$ cat src/rtl/timer_cc_consts.svh
// Register indices, field positions, reset values and codes of the timer channel
`ifndef TIMER_CC_CONSTS_SVH
`define TIMER_CC_CONSTS_SVH

// Register indices: byte address is four times the index
`define IDX_COUNT_CTRL   18'h05440
`define IDX_COUNTER      18'h05442
`define IDX_CC_CTRL      18'h05444
`define IDX_REG_A        18'h05446
`define IDX_REG_B        18'h05448
`define IDX_IRQ_EN       18'h0544A
`define IDX_IRQ_FLAG     18'h0544C

// Count control fields
`define BIT_RUN          0
`define BIT_CNT_RESET    1
`define BIT_ONE_SHOT     2

// Capture/compare control fields
`define BIT_CAP_MODE     0
`define BIT_INVERT       1
`define WAVE_LSB         4
`define EDGE_LSB         6

// Interrupt enable and flag fields
`define BIT_MATCH_A      0
`define BIT_MATCH_B      1
`define BIT_CAPTURE      2
`define BIT_OVERWRITE    4
`define IRQ_BITS         5
`define IRQ_IMPL_MASK    5'h17

// Reset values
`define RST_WORD         16'h0000
`define RST_IRQ          5'h00
`define RST_CODE         2'h0

// Capture edge and output wave codes
`define EDGE_NONE        2'h0
`define EDGE_RISE        2'h1
`define EDGE_FALL        2'h2
`define EDGE_BOTH        2'h3
`define WAVE_OFF         2'h0
`define WAVE_SET_A_CLR_B 2'h1
`define WAVE_TOGGLE_A    2'h2
`define WAVE_TOGGLE_B    2'h3

`endif

$ cat src/rtl/timer_cc_pkg.sv
// Types shared by the timer channel modules
package timer_cc_pkg;
`include "timer_cc_consts.svh"

	// Capture edge selection
	typedef enum logic [1:0] {
		EDGE_NONE_E = `EDGE_NONE,
		EDGE_RISE_E = `EDGE_RISE,
		EDGE_FALL_E = `EDGE_FALL,
		EDGE_BOTH_E = `EDGE_BOTH
	} capture_edge_type;

	// Output waveform modes
	typedef enum logic [1:0] {
		WAVE_OFF_E      = `WAVE_OFF,
		WAVE_SET_CLR_E  = `WAVE_SET_A_CLR_B,
		WAVE_TOGGLE_A_E = `WAVE_TOGGLE_A,
		WAVE_TOGGLE_B_E = `WAVE_TOGGLE_B
	} wave_mode_type;

endpackage : timer_cc_pkg

$ cat src/rtl/cc_edge_detect.sv
// Capture input edge detector with selectable edges
`timescale 1ns/1ns
module cc_edge_detect
	import timer_cc_pkg::*;
(
	// Clock and reset
	input  wire logic             clk,
	input  wire logic             rst,
	// Input and selection
	input  wire logic             sig,
	input  wire capture_edge_type edge_sel,
	// Event
	output logic                  fire
);
	logic prev_reg;
	wire  rise_seen = sig & ~prev_reg;
	wire  fall_seen = ~sig & prev_reg;

	// Previous input level
	always_ff @(posedge clk) begin
		if (rst) prev_reg <= 1'b0;
		else     prev_reg <= sig;
	end

	// Edge selection
	always_comb begin
		case (edge_sel)
			EDGE_RISE_E: fire = rise_seen;
			EDGE_FALL_E: fire = fall_seen;
			EDGE_BOTH_E: fire = rise_seen | fall_seen;
			default:     fire = 1'b0;
		endcase
	end
endmodule : cc_edge_detect

$ cat src/rtl/cc_output_wave.sv
// Timer output waveform generator with polarity control
`timescale 1ns/1ns
module cc_output_wave
	import timer_cc_pkg::*;
(
	// Clock and reset
	input  wire logic          clk,
	input  wire logic          rst,
	// Configuration
	input  wire wave_mode_type mode,
	input  wire logic          invert,
	// Events
	input  wire logic          match_a,
	input  wire logic          match_b,
	input  wire logic          clear,
	// Pin level
	output logic               pin_out
);
	logic wave_reg;
	logic wave_next;

	// Waveform state per mode
	always_comb begin
		wave_next = wave_reg;
		case (mode)
			WAVE_SET_CLR_E: begin
				if (match_a)      wave_next = 1'b1;
				else if (match_b) wave_next = 1'b0;
			end
			WAVE_TOGGLE_A_E: if (match_a) wave_next = ~wave_reg;
			WAVE_TOGGLE_B_E: if (match_b) wave_next = ~wave_reg;
			default: wave_next = 1'b0;
		endcase
		if (clear) wave_next = 1'b0;
	end

	// State and registered pin level
	always_ff @(posedge clk) begin
		if (rst) begin
			wave_reg <= 1'b0;
			pin_out  <= 1'b0;
		end else begin
			wave_reg <= wave_next;
			pin_out  <= wave_next ^ invert;
		end
	end
endmodule : cc_output_wave

$ cat src/rtl/timer_capture_compare_ch.sv
// One 16-bit timer channel with compare/capture and an APB register slave
//
// Register access over APB is this design's own decision.
`timescale 1ns/1ns
`include "timer_cc_consts.svh"

//****************************************************************
// Timer channel top
//****************************************************************

module timer_capture_compare_ch
	import timer_cc_pkg::*;
(
	// Clock and reset
	input  wire logic        MCLK,
	input  wire logic        RST,
	// APB slave
	input  wire logic        PSEL,
	input  wire logic        PENABLE,
	input  wire logic        PWRITE,
	input  wire logic [19:0] PADDR,
	input  wire logic [31:0] PWDATA,
	input  wire logic [3:0]  PSTRB,
	output logic      [31:0] PRDATA,
	output logic             PREADY,
	output logic             PSLVERR,
	// Capture input and timer output
	input  wire logic        CAPTURE_IN,
	output logic             TIMER_OUT,
	// Interrupt
	output logic             IRQ
);

	//****************************************************************
	// Storage
	//****************************************************************

	// Registers and their next values
	logic [15:0]           count_reg;
	logic [15:0]           count_next;
	logic                  run_reg;
	logic                  run_next;
	logic                  one_shot_reg;
	logic                  one_shot_next;
	logic                  cap_mode_reg;
	logic                  invert_reg;
	capture_edge_type      edge_reg;
	wave_mode_type         wave_reg;
	logic [15:0]           reg_a_reg;
	logic [15:0]           reg_a_next;
	logic [15:0]           reg_b_reg;
	logic [15:0]           reg_b_next;
	logic [`IRQ_BITS-1:0]  irq_en_reg;
	logic [`IRQ_BITS-1:0]  irq_en_next;
	logic [`IRQ_BITS-1:0]  irq_flag_reg;
	logic [`IRQ_BITS-1:0]  irq_flag_next;
	logic [31:0]           rdata_reg;
	logic [31:0]           rdata_next;
	logic                  slverr_reg;

	//****************************************************************
	// Address decode
	//****************************************************************

	// Word index and register hits; one register per 32-bit word, so the
	// low two address bits are ignored and a byte offset still hits
	wire [17:0] word_idx   = PADDR[19:2];
	wire        hit_ctrl   = (word_idx == `IDX_COUNT_CTRL);
	wire        hit_count  = (word_idx == `IDX_COUNTER);
	wire        hit_cc     = (word_idx == `IDX_CC_CTRL);
	wire        hit_a      = (word_idx == `IDX_REG_A);
	wire        hit_b      = (word_idx == `IDX_REG_B);
	wire        hit_en     = (word_idx == `IDX_IRQ_EN);
	wire        hit_flag   = (word_idx == `IDX_IRQ_FLAG);
	wire        hit_any    = hit_ctrl | hit_count | hit_cc | hit_a
	                       | hit_b | hit_en | hit_flag;

	// Bus phases: setup latches read data, access edge commits writes
	// Latching at setup keeps PRDATA still through the whole access phase,
	// so a counter read returns one coherent value even while counting
	wire        setup_ph   = PSEL & ~PENABLE;
	wire        write_ph   = PSEL & PENABLE & PWRITE;

	// Per-register write strobes
	// Writes act only at the access edge, never in setup
	wire        wr_ctrl    = write_ph & hit_ctrl;
	wire        wr_cc      = write_ph & hit_cc;
	wire        wr_a       = write_ph & hit_a;
	wire        wr_b       = write_ph & hit_b;
	wire        wr_en      = write_ph & hit_en;
	wire        wr_flag    = write_ph & hit_flag;

	// Byte lane mask over the 16 live bits
	// Lanes above 15:8 carry no live bits and are ignored
	wire [15:0] wmask      = {{8{PSTRB[1]}}, {8{PSTRB[0]}}};
	wire [15:0] wbits      = PWDATA[15:0] & wmask;
	wire        lane0      = PSTRB[0];

	//****************************************************************
	// Counter core
	//****************************************************************

	// Counting step, period end and compare matches
	// Matches only count while running, so a counter parked on a compare
	// value raises no fresh flag on every idle cycle
	wire        count_step = run_reg;
	wire        period_end = count_step & (count_reg == reg_b_reg);
	wire        match_b    = period_end;
	wire        match_a    = count_step & ~cap_mode_reg
	                       & (count_reg == reg_a_reg);
	wire        cnt_clear  = wr_ctrl & lane0
	                       & PWDATA[`BIT_CNT_RESET];

	// Counter next value; a reset write wins over counting
	// A clear and a period end both land on zero, so their order is moot
	always_comb begin
		if (cnt_clear)       count_next = `RST_WORD;
		else if (period_end) count_next = `RST_WORD;
		else if (count_step) count_next = count_reg + 16'h0001;
		else                 count_next = count_reg;
	end

	// Run bit: software write, or self stop at one-shot period end
	// A run write in the stop cycle wins, so a restart is never lost
	always_comb begin
		if (wr_ctrl & lane0)
			run_next = PWDATA[`BIT_RUN];
		else if (period_end & one_shot_reg)
			run_next = 1'b0;
		else
			run_next = run_reg;
	end

	// Count mode bit
	// Taken from any count control write with lane 0 enabled
	assign one_shot_next = (wr_ctrl & lane0) ? PWDATA[`BIT_ONE_SHOT]
	                                         : one_shot_reg;

	//****************************************************************
	// Capture path
	//****************************************************************

	wire        edge_fire;
	wire        cap_fire   = edge_fire & cap_mode_reg;

	// Edge detector on the capture input
	// Edge codes are decoded inside the detector
	cc_edge_detect u_edge (
		.clk      (MCLK),
		.rst      (RST),
		.sig      (CAPTURE_IN),
		.edge_sel (edge_reg),
		.fire     (edge_fire)
	);

	// Register A: a capture takes priority over a software write
	// The captured count is the newer fact, so software loses the race
	always_comb begin
		if (cap_fire)
			reg_a_next = count_reg;
		else if (wr_a)
			reg_a_next = (reg_a_reg & ~wmask) | wbits;
		else
			reg_a_next = reg_a_reg;
	end

	// Register B
	// Register B also sets the period length in both count modes
	assign reg_b_next = wr_b ? ((reg_b_reg & ~wmask) | wbits)
	                         : reg_b_reg;

	//****************************************************************
	// Output waveform
	//****************************************************************

	// Waveform generator drives the registered pin level
	// A counter reset write also returns the waveform to its idle level
	cc_output_wave u_wave (
		.clk     (MCLK),
		.rst     (RST),
		.mode    (wave_reg),
		.invert  (invert_reg),
		.match_a (match_a),
		.match_b (match_b),
		.clear   (cnt_clear),
		.pin_out (TIMER_OUT)
	);

	//****************************************************************
	// Interrupt causes, enables and flags
	//****************************************************************

	// Hardware set events per flag position
	wire [`IRQ_BITS-1:0] irq_set;
	assign irq_set[`BIT_MATCH_A]   = match_a;
	assign irq_set[`BIT_MATCH_B]   = match_b;
	assign irq_set[`BIT_CAPTURE]   = cap_fire;
	// Reserved position 3 has no cause
	assign irq_set[3]              = 1'b0;
	// Overwrite only while the earlier capture flag is still pending
	assign irq_set[`BIT_OVERWRITE] = cap_fire
	                               & irq_flag_reg[`BIT_CAPTURE];

	// Write-one-to-clear pattern
	// Only strobed lanes can clear, and every flag lives in lane 0
	wire [`IRQ_BITS-1:0] irq_clr = wr_flag ? wbits[`IRQ_BITS-1:0]
	                                       : `RST_IRQ;
	wire [`IRQ_BITS-1:0] impl    = `IRQ_IMPL_MASK;

	// Flags and enables per bit; reserved positions stay zero
	genvar gi;
	generate
		for (gi = 0; gi < `IRQ_BITS; gi = gi + 1) begin : g_irq
			// Set wins over a clear in the same cycle
			assign irq_flag_next[gi] = impl[gi] &
				(irq_set[gi] | (irq_flag_reg[gi] & ~irq_clr[gi]));
			assign irq_en_next[gi] = impl[gi] &
				(wr_en ? wbits[gi] : irq_en_reg[gi]);
		end
	endgenerate

	// Level request from enabled flags
	// Combinational, so a clear drops the request in the same cycle
	assign IRQ = |(irq_flag_reg & irq_en_reg);

	//****************************************************************
	// Read mux
	//****************************************************************

	// Read words; reserved bits read zero
	// The write-only counter reset bit always reads back zero
	wire [15:0] rd_ctrl  = {13'h0000, one_shot_reg, 1'b0, run_reg};
	wire [15:0] rd_cc    = {8'h00, edge_reg, wave_reg, 2'h0,
	                        invert_reg, cap_mode_reg};
	wire [15:0] rd_en    = {11'h000, irq_en_reg};
	wire [15:0] rd_flag  = {11'h000, irq_flag_reg};

	// Word selection for the access phase
	// Unmapped words read zero and raise the slave error instead
	always_comb begin
		if (hit_ctrl)       rdata_next = {16'h0000, rd_ctrl};
		else if (hit_count) rdata_next = {16'h0000, count_reg};
		else if (hit_cc)    rdata_next = {16'h0000, rd_cc};
		else if (hit_a)     rdata_next = {16'h0000, reg_a_reg};
		else if (hit_b)     rdata_next = {16'h0000, reg_b_reg};
		else if (hit_en)    rdata_next = {16'h0000, rd_en};
		else if (hit_flag)  rdata_next = {16'h0000, rd_flag};
		else                rdata_next = 32'h00000000;
	end

	// Zero wait state slave
	// PSLVERR is gated with the access phase so it never shows in setup
	assign PREADY  = 1'b1;
	assign PRDATA  = rdata_reg;
	assign PSLVERR = slverr_reg & PSEL & PENABLE;

	//****************************************************************
	// Registers
	//****************************************************************

	// Counter and run control
	// Synchronous reset puts every register at its reset value
	always_ff @(posedge MCLK) begin
		if (RST) begin
			count_reg    <= `RST_WORD;
			run_reg      <= 1'b0;
			one_shot_reg <= 1'b0;
		end else begin
			count_reg    <= count_next;
			run_reg      <= run_next;
			one_shot_reg <= one_shot_next;
		end
	end

	// Capture/compare control; lane 0 holds every live field
	// Reserved bits are not stored, so they read back zero
	always_ff @(posedge MCLK) begin
		if (RST) begin
			cap_mode_reg <= 1'b0;
			invert_reg   <= 1'b0;
			edge_reg     <= EDGE_NONE_E;
			wave_reg     <= WAVE_OFF_E;
		end else if (wr_cc & lane0) begin
			cap_mode_reg <= PWDATA[`BIT_CAP_MODE];
			invert_reg   <= PWDATA[`BIT_INVERT];
			edge_reg     <= capture_edge_type'(PWDATA[`EDGE_LSB +: 2]);
			wave_reg     <= wave_mode_type'(PWDATA[`WAVE_LSB +: 2]);
		end
	end

	// Compare values
	// Next values already merge capture, software write and byte lanes
	always_ff @(posedge MCLK) begin
		if (RST) begin
			reg_a_reg <= `RST_WORD;
			reg_b_reg <= `RST_WORD;
		end else begin
			reg_a_reg <= reg_a_next;
			reg_b_reg <= reg_b_next;
		end
	end

	// Interrupt enables and flags
	// Reserved positions are masked in the next-value logic
	always_ff @(posedge MCLK) begin
		if (RST) begin
			irq_en_reg   <= `RST_IRQ;
			irq_flag_reg <= `RST_IRQ;
		end else begin
			irq_en_reg   <= irq_en_next;
			irq_flag_reg <= irq_flag_next;
		end
	end

	// Read data and error latched in the setup cycle
	// A write transfer latches zero so no stale word is presented
	always_ff @(posedge MCLK) begin
		if (RST) begin
			rdata_reg  <= 32'h00000000;
			slverr_reg <= 1'b0;
		end else if (setup_ph) begin
			rdata_reg  <= PWRITE ? 32'h00000000 : rdata_next;
			slverr_reg <= ~hit_any;
		end
	end

endmodule : timer_capture_compare_ch

$ cat config.mk
export PLATFORM = sky130hd
export DESIGN_NAME = timer_capture_compare_ch
export DESIGN_NICKNAME = d
export VERILOG_FILES = /design/src/rtl/timer_cc_pkg.sv /design/src/rtl/cc_edge_detect.sv /design/src/rtl/cc_output_wave.sv /design/src/rtl/timer_capture_compare_ch.sv
export VERILOG_INCLUDE_DIRS = /design/src /design/src/rtl
export SDC_FILE = /design/constraint.sdc
export NUM_CORES = 1
export LEC_CHECK = 0
export BUFFER_PORTS_ARGS = -buffer_cell sky130_fd_sc_hd__buf_2
export CAP_MARGIN = 5
export CORE_MARGIN = 8
export CORE_UTILIZATION = 55
export CTS_CLUSTER_SIZE = 10
export DETAILED_ROUTE_END_ITERATION = 12
export MAX_ROUTING_LAYER = met4
export PLACE_DENSITY = 0.8
export SLEW_MARGIN = 20
export SYNTH_ARGS = -nofsm -noshare
export SYNTH_HDL_FRONTEND = slang
export SYNTH_SLANG_ARGS = --single-unit
$ cat constraint.sdc
create_clock -name MCLK -period 3.5 [get_ports MCLK]
set_input_delay 0.7 -clock MCLK [delete_from_list [all_inputs] [get_ports MCLK]]
set_output_delay 0.7 -clock MCLK [all_outputs]
set_load 0.1 [all_outputs]
==> summary.txt <==
STA
  – Max Clock Freq: 340 MHz
  – Slew margin rel.: 0.455
  – Total Neg Setup Slack: 0 ns
  – Slew @ Worst Pin: 0.817 ns
  – Number of pins with negative max-slew slack in the final report: 0
  – Hold violation total from the final report: 0
  – Setup Viol. Count Final: 0
  – Final-layout worst hold slack: 0.462 ns
  – Min Clock Period, post-route: 2.94 ns
  – Largest clock skew in the final design: 0.00894 ns
  – Final period util: 0.841
  – Unrepaired setup endpoints after global routing: false

Clock network
  – Number of hold-repair buffers added at the cts stage: 0
  – Number of H-tree branching levels: 3
  – Post CTS Setup Buffer Count: 0
  – Clock-pin slew of the registers on the worst-case setup and hold paths: 0.08 ns
  – Quantity of gates resized following cts: 0
  – Total clock sinks: 84
  – CTS tree: done
  – Maximum clock insertion buffer count: 2
  – Number of buffers added by the clock tree synthesis step: 9
  – Clock Tree Root: sky130_fd_sc_hd__clkbuf_8
  – Clock latency reported for the late side of the worst-skew pair: 0.37 ns

Run
  – Maxcap violations: 0

Worst setup path
  – Critical Path, Cell by Cell: xnor2_1 -> nand4_1 -> nor4_1 -> nand3_1 -> ha_1 -> nand3_1 -> o21ai_0 -> a211o_1 -> or3_1 -> a21oi_1
  – Slowest cell delay on critical path: 0.52 ns
  – Worst Reg2Reg Path Length in Cells: 10
  – Library cell appearing most often on the critical path: sky130_fd_sc_hd__nand3_1
  – Worst EP required: 3.79 ns
  – Nature of the critical path endpoint: flop
  – Critical Setup Path Class: reg -> reg
  – Startpoint class of the critical path: flop
  – Top fanout value on the critical path: 7
  – Worst EP arrival: 3.24 ns
  – Standard cell with the maximum stage delay on the critical path: sky130_fd_sc_hd__dfxtp_1
  – Setup slack on the worst flop-to-flop path: 0.56 ns
  – Worst reg2reg path startpoint: count_reg[7]
  – End of the worst register-to-register path: u_wave.pin_out

Place
  – RD Place Congestion: 0.964
  – Number of port buffers: 60
  – Sum of net half-perimeters after detailed placement: 9550 um

Synth
  – Share of the yosys chip area belonging to registers: 0.359
  – Asr flop ratio synth: 0
  – Average cell area after synthesis: 8.08 sq um
  – Leading cell types by total area after synthesis: sky130_fd_sc_hd__dfxtp_1 (36%), sky130_fd_sc_hd__nor2_1 (8.1%), sky130_fd_sc_hd__xnor2_1 (7.1%)
  – Number of library cell types mapped by synthesis: 58
  – Yosys reg bits: 84
  – Top cells by instance count after synthesis: sky130_fd_sc_hd__nor2_1 (101), sky130_fd_sc_hd__dfxtp_1 (84), sky130_fd_sc_hd__nand2_1 (42), sky130_fd_sc_hd__xnor2_1 (38), sky130_fd_sc_hd__mux2i_1 (33)
  – Cell count after synthesis: 579
  – Post-synth top area share: 0.359
  – Post-synthesis cell area: 4680 sq um
  – Flip-flop cell with the highest count after synthesis: sky130_fd_sc_hd__dfxtp_1
  – Count leader, synth: sky130_fd_sc_hd__nor2_1
  – Library cell with the largest summed area after synthesis: sky130_fd_sc_hd__dfxtp_1
  – Number of warnings printed during yosys synthesis: 0
  – Number of enable flip-flop cells after synthesis: 0

Die
  – Floorplan die area: 11,700 sq um
  – Starting density of the core: 0.570
  – Die H: 108 um
  – Area of the placeable core: 8220 sq um
  – Width of the chip: 108 um
  – Row count: 33
  – Number of top-level pins: 98

Global route
  – GR Util All Layers: 0.229
  – Met3 layer usage reported by global route: 0.0482
  – Wire length of the first global-routing pass: 20,900 um
  – Met1 global-route usage: 0.285
  – Largest net degree at the start of global routing: 33
  – Met2 Track Usage GR: 0.357
  – Remaining global-route overflow: 0
  – Most congested layer reported by global routing: met2
  – Initial antenna violation count: 0
  – Number of global-route vias before repair: 4,250

Power and ir drop
  – Power density of the placed cells: 370 nW/um^2
  – Peak supply drop: 0.211 mV
  – Final total power: 1.91 mW
  – Leakage power of the design: 2.04 nW

Final layout
  – Layout area overhead: 10.3%
  – Diodes inserted: 0
  – Total area of multi-input combinational cells: 2710 sq um
  – Layout Nets: 687
  – Storage cell area: 1680 sq um
  – Filler cells: 754
  – Fraction of layout instances using a drive strength above 1: 0.158

Detailed routing
  – Wire length per cell after detailed routing: 17.9 um
  – Final wirelength: 13,100 um
  – DR vias/cell: 5.91
  – Violation count after the first detailed-route iteration: 357
  – Number of nets still failing antenna checks after routing: 0
  – Remaining design rule violation count: 0
  – First-pass iteration count of the detailed router: 5
  – Via total after detailed routing: 4,320

Status
  – Run status: finished clean

Worst hold path
  – Worst Hold Class: reg -> reg
  – End of the worst hold path: PRDATA[3]
  – Hold path start: PRDATA[3]
  – Cells on Worst Hold Path: 2
worst max-delay path by stage:
| stage | startpoint | endpoint | slack (ns) |
|---|---|---|---|
| 2_1_floorplan | count_reg[0] | u_wave.pin_out | 1.02 |
| 3_3_place_gp | count_reg[7] | u_wave.pin_out | 0.67 |
| 3_5_place_dp | count_reg[7] | u_wave.pin_out | 0.66 |
| 4_1_cts | count_reg[7] | u_wave.pin_out | 0.62 |
| 5_1_grt | count_reg[13] | u_wave.pin_out | 0.38 |
| 6_report | count_reg[7] | u_wave.pin_out | 0.56 |
report_power, final:
group | total [mW] | internal, mW | switching, mW | leakage (nW)
clock network | 0.753 | 0.389 | 0.363 | 0.110
registers | 0.957 | 0.956 | 0.000648 | 0.677
logic | 0.201 | 0.0392 | 0.162 | 1.26
total | 1.91 | 1.38 | 0.526 | 2.04
logic make-up (layout without fill, tap and decap cells):
logic type	Yosys count	count (layout)	share of synthesized area
mux	33	33	0.0706
compound gates	117	117	0.168
fa+ha+maj	4	4	0.0107
buf+inv	71	103	0.0746
xor+xnor	42	42	0.0786
simple gates	226	226	0.236
flops	84	84	0.359
other cells	2	17	0.00160
critical path: cells and delay by family, from the launching register on:
family,cells,cell delay [ns]
xor gates and xnor gates,1,0.19
AOI/OAI and AO/OA,3,0.55
adders and majority gates,1,0.37
DFF,1,0.52
and+or+nand+nor,5,1.25
final cells by class:
| type | instances | area share |
|---|---|---|
| multi-input cells | 439 | 0.525 |
| repair buffers | 67 | 0.0683 |
| inverters | 20 | 0.0145 |
| clock buffers | 13 | 0.0327 |
| flip-flops and latches | 84 | 0.326 |
| well taps | 105 | 0.0254 |
| clock inverters | 3 | 0.00848 |
per-stage QoR:
step / cells / worst slack (ns) / util / area [sq um]
2_1_floorplan: 594 / 1.02 / - / 4740
3_3_place_gp: 715 / 0.665 / 0.603 / 4950
3_5_place_dp: 715 / 0.655 / 0.603 / 4950
4_1_cts: 731 / 0.619 / 0.628 / 5160
5_1_grt: 731 / 0.378 / 0.628 / 5160
6_report: 731 / 0.556 / 0.628 / 5160
layer usage:
metal | wire (um) | share of wire
met1 | 5610 | 0.43
met2 | 6150 | 0.47
met3 | 991 | 0.076
met4 | 312 | 0.024
met5 | 0 | 0
cell usage in the layout (no fill, tap or decap), types with 6 or more instances in the layout:
master | netlist | final
sky130_fd_sc_hd__nor2_1 | 101 | 101
sky130_fd_sc_hd__dfxtp_1 | 84 | 84
sky130_fd_sc_hd__buf_2 | 3 | 60
sky130_fd_sc_hd__nand2_1 | 42 | 42
sky130_fd_sc_hd__xnor2_1 | 38 | 38
sky130_fd_sc_hd__mux2i_1 | 33 | 33
sky130_fd_sc_hd__a21oi_1 | 26 | 26
sky130_fd_sc_hd__o21ai_0 | 24 | 24
sky130_fd_sc_hd__inv_1 | 19 | 19
sky130_fd_sc_hd__conb_1 | 2 | 17
sky130_fd_sc_hd__nand3_1 | 15 | 15
sky130_fd_sc_hd__nand2b_1 | 14 | 14
sky130_fd_sc_hd__a31oi_1 | 13 | 13
sky130_fd_sc_hd__a211oi_1 | 12 | 12
sky130_fd_sc_hd__clkbuf_8 | 0 | 12
sky130_fd_sc_hd__a22oi_1 | 11 | 11
sky130_fd_sc_hd__nand4_1 | 9 | 9
sky130_fd_sc_hd__nor3_1 | 7 | 7
sky130_fd_sc_hd__buf_4 | 17 | 7
sky130_fd_sc_hd__nor2b_1 | 6 | 6
Power figures use the tool's default switching activity.
